File: src/design/pct_consts.svh
// constants for the print clock position tracker
`ifndef PCT_CONSTS_SVH
`define PCT_CONSTS_SVH
`define PCT_CLK_HZ          32'h017D_7840
`define PCT_CLK_MAX_HZ      32'h0007_A120
`define PCT_MIN_PERIOD_CYC  (`PCT_CLK_HZ / `PCT_CLK_MAX_HZ)
`define PCT_DIST_RST        16'h03E8
`define PCT_PITCH_RST       16'h0082
`define PCT_DIST_MIN        16'h03E8
`define PCT_SRC_CTRL        2'h0
`define PCT_SRC_PRINT       2'h1
`define PCT_SRC_SERVICE     2'h2
`endif

File: src/design/pct_pkg.sv
// types of the print clock position tracker
package pct_pkg;
  typedef struct packed {
    logic        valid;
    logic [1:0]  src;
    logic        sel;
    logic [15:0] value;
  } pct_cfg_s;

  typedef enum logic [1:0] {
    PCT_IDLE,
    PCT_DIVIDE,
    PCT_RUN
  } pct_state_e;

  typedef struct packed {
    logic [15:0] dist_nm;
    logic [15:0] pitch;
    logic [31:0] rem;
    logic [15:0] quot;
    logic [4:0]  div_bit;
    logic [15:0] bar_cycles;
    logic [15:0] edge_cnt;
    logic [31:0] position;
    logic [15:0] sub_cyc;
    logic [15:0] period_cyc;
    logic [15:0] interp_nm;
    logic        clk_d;
    logic        trig_d;
    logic        bar_strobe;
    logic        trig_seen;
    logic        cfg_err;
    pct_state_e  state;
  } pct_st_s;
endpackage : pct_pkg

File: src/design/pct_tracker.sv
// print clock position tracker: counts tach edges and paces bar strobes
`timescale 1ns/1ps
`default_nettype none
`include "pct_consts.svh"
module pct_tracker #(
  parameter int INTERP_EN = 1
) (
  input  wire logic            clk,
  input  wire logic            rst_n,
  input  wire logic            print_clock,
  input  wire logic            print_trigger,
  input  wire pct_pkg::pct_cfg_s cfg_in,
  output logic                 bar_strobe,
  output logic                 trigger_seen,
  output logic [31:0]          position,
  output logic [15:0]          interp_nm,
  output logic [15:0]          bar_cycles,
  output logic                 cfg_error
);
  pct_pkg::pct_st_s st_ff;
  pct_pkg::pct_st_s nxt_st;

  logic        rise;
  logic        cfg_ok;
  logic [31:0] pitch_nm;
  logic [31:0] trial;
  logic        quot_ovf;

  assign rise     = print_clock & ~st_ff.clk_d;
  assign pitch_nm = 32'(st_ff.pitch) * 32'h0000_2710;
  assign cfg_ok   = cfg_in.valid && (cfg_in.src == `PCT_SRC_CTRL || cfg_in.src == `PCT_SRC_PRINT
                    || cfg_in.src == `PCT_SRC_SERVICE);
  assign trial    = {st_ff.rem[30:0], 1'b0};
  // quotient wider than 16 bits: saturate the spacing rather than wrap
  assign quot_ovf = pitch_nm >= {st_ff.dist_nm, 16'h0000};

  always_comb begin
    nxt_st            = st_ff;
    nxt_st.clk_d      = print_clock;
    nxt_st.trig_d     = print_trigger;
    nxt_st.bar_strobe = 1'b0;
    nxt_st.trig_seen  = print_trigger & ~st_ff.trig_d;
    nxt_st.cfg_err    = 1'b0;
    if (cfg_ok) begin
      if (cfg_in.sel) begin
        nxt_st.pitch = cfg_in.value;
      end else if (cfg_in.value < `PCT_DIST_MIN) begin
        nxt_st.cfg_err = 1'b1;
      end else begin
        nxt_st.dist_nm = cfg_in.value;
      end
      nxt_st.state = pct_pkg::PCT_IDLE;
    end
    if (rise) begin
      nxt_st.position   = st_ff.position + 32'h0000_0001;
      // a stalled tach saturates the period instead of wrapping to zero
      if (st_ff.sub_cyc == 16'hFFFF) begin
        nxt_st.period_cyc = 16'hFFFF;
      end else begin
        nxt_st.period_cyc = st_ff.sub_cyc + 16'h0001;
      end
      nxt_st.sub_cyc    = 16'h0000;
      nxt_st.interp_nm  = 16'h0000;
    end else begin
      if (st_ff.sub_cyc != 16'hFFFF) begin
        nxt_st.sub_cyc = st_ff.sub_cyc + 16'h0001;
      end
      if (INTERP_EN != 0 && st_ff.period_cyc != 16'h0000 && st_ff.sub_cyc < st_ff.period_cyc) begin
        nxt_st.interp_nm = 16'((32'(st_ff.sub_cyc) * 32'(st_ff.dist_nm)) / 32'(st_ff.period_cyc));
      end
    end
    unique case (st_ff.state)
      pct_pkg::PCT_IDLE: begin
        if (!cfg_ok) begin
          nxt_st.rem     = 32'h0000_0000;
          nxt_st.quot    = 16'h0000;
          nxt_st.div_bit = 5'h1F;
          nxt_st.state   = pct_pkg::PCT_DIVIDE;
        end
      end
      pct_pkg::PCT_DIVIDE: begin
        if (!cfg_ok) begin
          if ({trial[31:1], pitch_nm[st_ff.div_bit]} >= 32'(st_ff.dist_nm)) begin
            nxt_st.rem = {trial[31:1], pitch_nm[st_ff.div_bit]} - 32'(st_ff.dist_nm);
            if (st_ff.div_bit < 5'h10) begin
              nxt_st.quot[st_ff.div_bit[3:0]] = 1'b1;
            end
          end else begin
            nxt_st.rem = {trial[31:1], pitch_nm[st_ff.div_bit]};
          end
          if (st_ff.div_bit == 5'h00) begin
            nxt_st.state = pct_pkg::PCT_RUN;
          end else begin
            nxt_st.div_bit = st_ff.div_bit - 5'h01;
          end
        end
      end
      pct_pkg::PCT_RUN: begin
        if (!cfg_ok) begin
          if (quot_ovf) begin
            nxt_st.bar_cycles = 16'hFFFF;
          end else if (st_ff.quot == 16'h0000) begin
            nxt_st.bar_cycles = 16'h0001;
          end else begin
            nxt_st.bar_cycles = st_ff.quot;
          end
          if (rise) begin
            if (st_ff.edge_cnt + 16'h0001 >= st_ff.bar_cycles) begin
              nxt_st.edge_cnt   = 16'h0000;
              nxt_st.bar_strobe = 1'b1;
            end else begin
              nxt_st.edge_cnt = st_ff.edge_cnt + 16'h0001;
            end
          end
        end
      end
    endcase
  end

  always_ff @(posedge clk) begin
    if (!rst_n) begin
      st_ff            <= '0;
      st_ff.dist_nm    <= `PCT_DIST_RST;
      st_ff.pitch      <= `PCT_PITCH_RST;
      st_ff.bar_cycles <= 16'h0001;
      st_ff.state      <= pct_pkg::PCT_IDLE;
    end else begin
      st_ff <= nxt_st;
    end
  end

  assign bar_strobe   = st_ff.bar_strobe;
  assign trigger_seen = st_ff.trig_seen;
  assign position     = st_ff.position;
  assign interp_nm    = st_ff.interp_nm;
  assign bar_cycles   = st_ff.bar_cycles;
  assign cfg_error    = st_ff.cfg_err;
endmodule : pct_tracker
`default_nettype wire

File: config.mk
export PLATFORM = sky130hd
export DESIGN_NAME = pct_tracker
export DESIGN_NICKNAME = d
export VERILOG_FILES = /design/src/design/pct_pkg.sv /design/src/design/pct_tracker.sv
export VERILOG_INCLUDE_DIRS = /design/src /design/src/design
export SDC_FILE = /design/constraint.sdc
export NUM_CORES = 2
export LEC_CHECK = 0
export ABC_CLOCK_PERIOD_IN_PS = 190600
export BUFFER_PORTS_ARGS = -buffer_cell sky130_fd_sc_hd__buf_2
export CORE_UTILIZATION = 25
export DETAILED_ROUTE_END_ITERATION = 10
export PLACE_DENSITY = 0.46
export SLEW_MARGIN = 30
export SYNTH_ARGS = -nofsm -noshare
export SYNTH_HDL_FRONTEND = slang
export SYNTH_SLANG_ARGS = --single-unit
File: constraint.sdc
create_clock -name clk -period 190.6 [get_ports clk]
set_input_delay 19.06 -clock clk [delete_from_list [all_inputs] [get_ports clk]]
set_output_delay 19.06 -clock clk [all_outputs]
set_load 0.005 [all_outputs]
==> flow_summary_export.csv <==
group,metric,value,unit
status,status,"complete, no violations",
setup_path,crit_top_cell,"o21a_1",
detailed_routing,routedWlPerCell,18.5,um
timing,setup_ws,82.35,ns
floorplan,row_count,154,
detailed_routing,wl_met1,68000,um
timing,fmax,9.24,MHz
worst_hold_path,hold_path_class,"flip-flop to flip-flop",
grt,track_usage,16.1,%
floorplan,initial_core_util,25.3,%
timing,skew,0.0458,ns
cells_and_area,fin_util,27.3,%
detailed_routing,met2_length,72500,um
clock_network,post_cts_resized,0,
grt,grt_pass1_vias,40600,
clock_network,clock_latency,0.68,ns
detailed_routing,firstDrtPassIters,6,
setup_path,path_max_fanout,38,
timing,finalHoldViolCount,0,
synthesis,ys_seq_area_share,9.09,%
floorplan,core_area,177000,um^2
cells_and_area,final_common_cell,"ha_1",
timing,period_needed,108.25,ns
cells_and_area,layout.nets,6621,
synthesis,synth_ff_type,"dfxtp_1",
setup_path,cp-end-kind,"flip-flop",
placement,pre_cts_slack,83.95,ns
setup_path,crit_required,191.11,ns
cells_and_area,fillers,19400,
synthesis,synth-edff-count,0,
detailed_routing,top_layer_used,"met4",
synthesis,synthCells,5806,
setup_path,slowest_stage,"dfxtp_1",
clock_network,cts_hold_buf,0,
floorplan,die_area,180000,um^2
setup_path,critical_path.max_stage_delay,0.85,ns
flow_run,maxCapViolations,0,
clock_network,clock_sinks,203,
synthesis,yosys_warnings,0,
detailed_routing,wl_met3,5240,um
clock_network,tritoncts,"built",
setup_path,critical_path_class,"flip-flop to flip-flop",
synthesis,syn_area_per_cell,7.70,um^2
grt,antenna_found_initial,1,
grt,grt_pass1_wl,233000,um
cells_and_area,areaGrowthSynthToFinish,8.22,%
clock_network,root_buffer,"clkbuf_16",
timing,setup_violations,0,
synthesis,yosysUniqueCellTypes,120,
placement,portBuffers,90,
timing,fin_crit_sh,56.8,%
clock_network,path_clk_slew,0.06,ns
floorplan,io_pins,91,
timing,drv_slew,0,
clock_network,cts_buffers,31,
grt,grt_max_degree,96,
clock_network,cts_buffer_depth,3,
clock_network,htreeDepth,1,
floorplan,die_w,425,um
detailed_routing,via_count,41700,
placement,hpwl,119000,um
synthesis,async_flop_share,0,%
detailed_routing,vias_per_cell,5.16,
timing,worst_slew_pin_slew,0.982,ns
synthesis,syn_area,44700,um^2
detailed_routing,wirelength,150000,um
cells_and_area,layout_common_cells,"ha_1, nand2_1, nor2_1",
detailed_routing,ant_nets,0,
grt,grt_overflow_total,0,
placement,routabilityCongestion,0.916,
cells_and_area,drive_gt1_share,8.32,%
floorplan,dieHeight,425,um
setup_path,arrival,108.76,ns
timing,rsz0062_at_grt,"false",
synthesis,synth_nets,6697,
timing,slew-limit-headroom,34.2,%
timing,tns,0,ns
synthesis,synth_seq_cells,203,
clock_network,post_cts.repair.setup_buffers,0,
detailed_routing,drt_iter0_drc,2571,
setup_path,cp-start-kind,"flip-flop",
detailed_routing,drc,0,
[worst paths after layout]
path / from / end / slack, ns / depth (start not counted)
worst max-delay path: st_ff[50] / interp_nm[0] / 82.35 / 443
worst min register to register: st_ff[5] / trigger_seen / 0.36 / 1
worst max register to register: st_ff[50] / interp_nm[0] / 82.35 / 443
worst min-delay path: st_ff[5] / trigger_seen / 0.36 / 1
[layer usage]
layer | track usage (%) | up-vias
met3 | 1.37 | 214
li1 | - | 20600
met1 | 20.8 | 20000
met2 | 28.5 | 831
met5 | 0 | -
met4 | 4.34 | 0
[sequential cells by signal, indices dropped and copies added, names as in the netlist]
name / flops
st_ff: 136
position: 32
bar_cycles: 16
interp_nm: 16
bar_strobe: 1
cfg_error: 1
trigger_seen: 1
[per-stage QoR]
stage               instances  hold slack (ns)  instance area [um^2]
floorplan                5806            0.367                 44700
global placement         8037            0.370                 47300
detailed placement       8037            0.374                 47300
CTS                      8094            0.366                 48400
global route             8094            0.379                 48400
finish                   8095            0.362                 48400
[layout make-up]
cell class                      count  area (um^2)  area share [%]
Inverter                          404         1520            3.14
Sequential cell                   203         4060            8.40
Clock buffer                       37          828            1.71
Clock inverter                     20          185           0.383
Timing Repair Buffer              154          933            1.93
Multi-Input combinational cell   4936        37900            78.4
Tap cell                         2340         2930            6.05
Antenna cell                        1         2.50         0.00517
[cells in the mapped netlist, types with 109 or more instances]
cell type,n,share of area [%]
nand2_1,558,4.7
nor2_1,478,4.0
and2_1,185,2.6
a21oi_1,316,3.5
fa_1,230,10
xnor2_1,187,3.7
inv_1,401,3.4
nor2b_1,109,1.5
o21ai_0,230,2.6
dfxtp_1,203,9.1
o31ai_1,109,1.8
a21o_1,138,2.3
clkbuf_1,177,1.5
ha_1,637,18
o21a_1,222,3.7
nor3_1,243,2.7
[worst max-delay path: cells and delay by family, from the launching register on]
| kind | cells | cell delay, ns |
|---|---|---|
| muxes | 4 | 1.72 |
| and+or+nand+nor | 102 | 24.71 |
| adders and majority gates | 39 | 13.18 |
| DFF | 1 | 0.85 |
| buffers and inverters | 24 | 4.01 |
| AOI/OAI and AO/OA | 274 | 63.30 |
[kinds of logic after synthesis]
| family | share of synthesized area (%) |
|---|---|
| flops | 9.09 |
| buf+inv | 6.20 |
| fa+ha+maj | 28.2 |
| xor+xnor | 5.41 |
| simple gates | 23.2 |
| compound gates | 23.9 |
| mux | 3.94 |
Power is not shown: default switching activity piles up to over one toggle a cycle in this logic, so the estimate is an artifact.
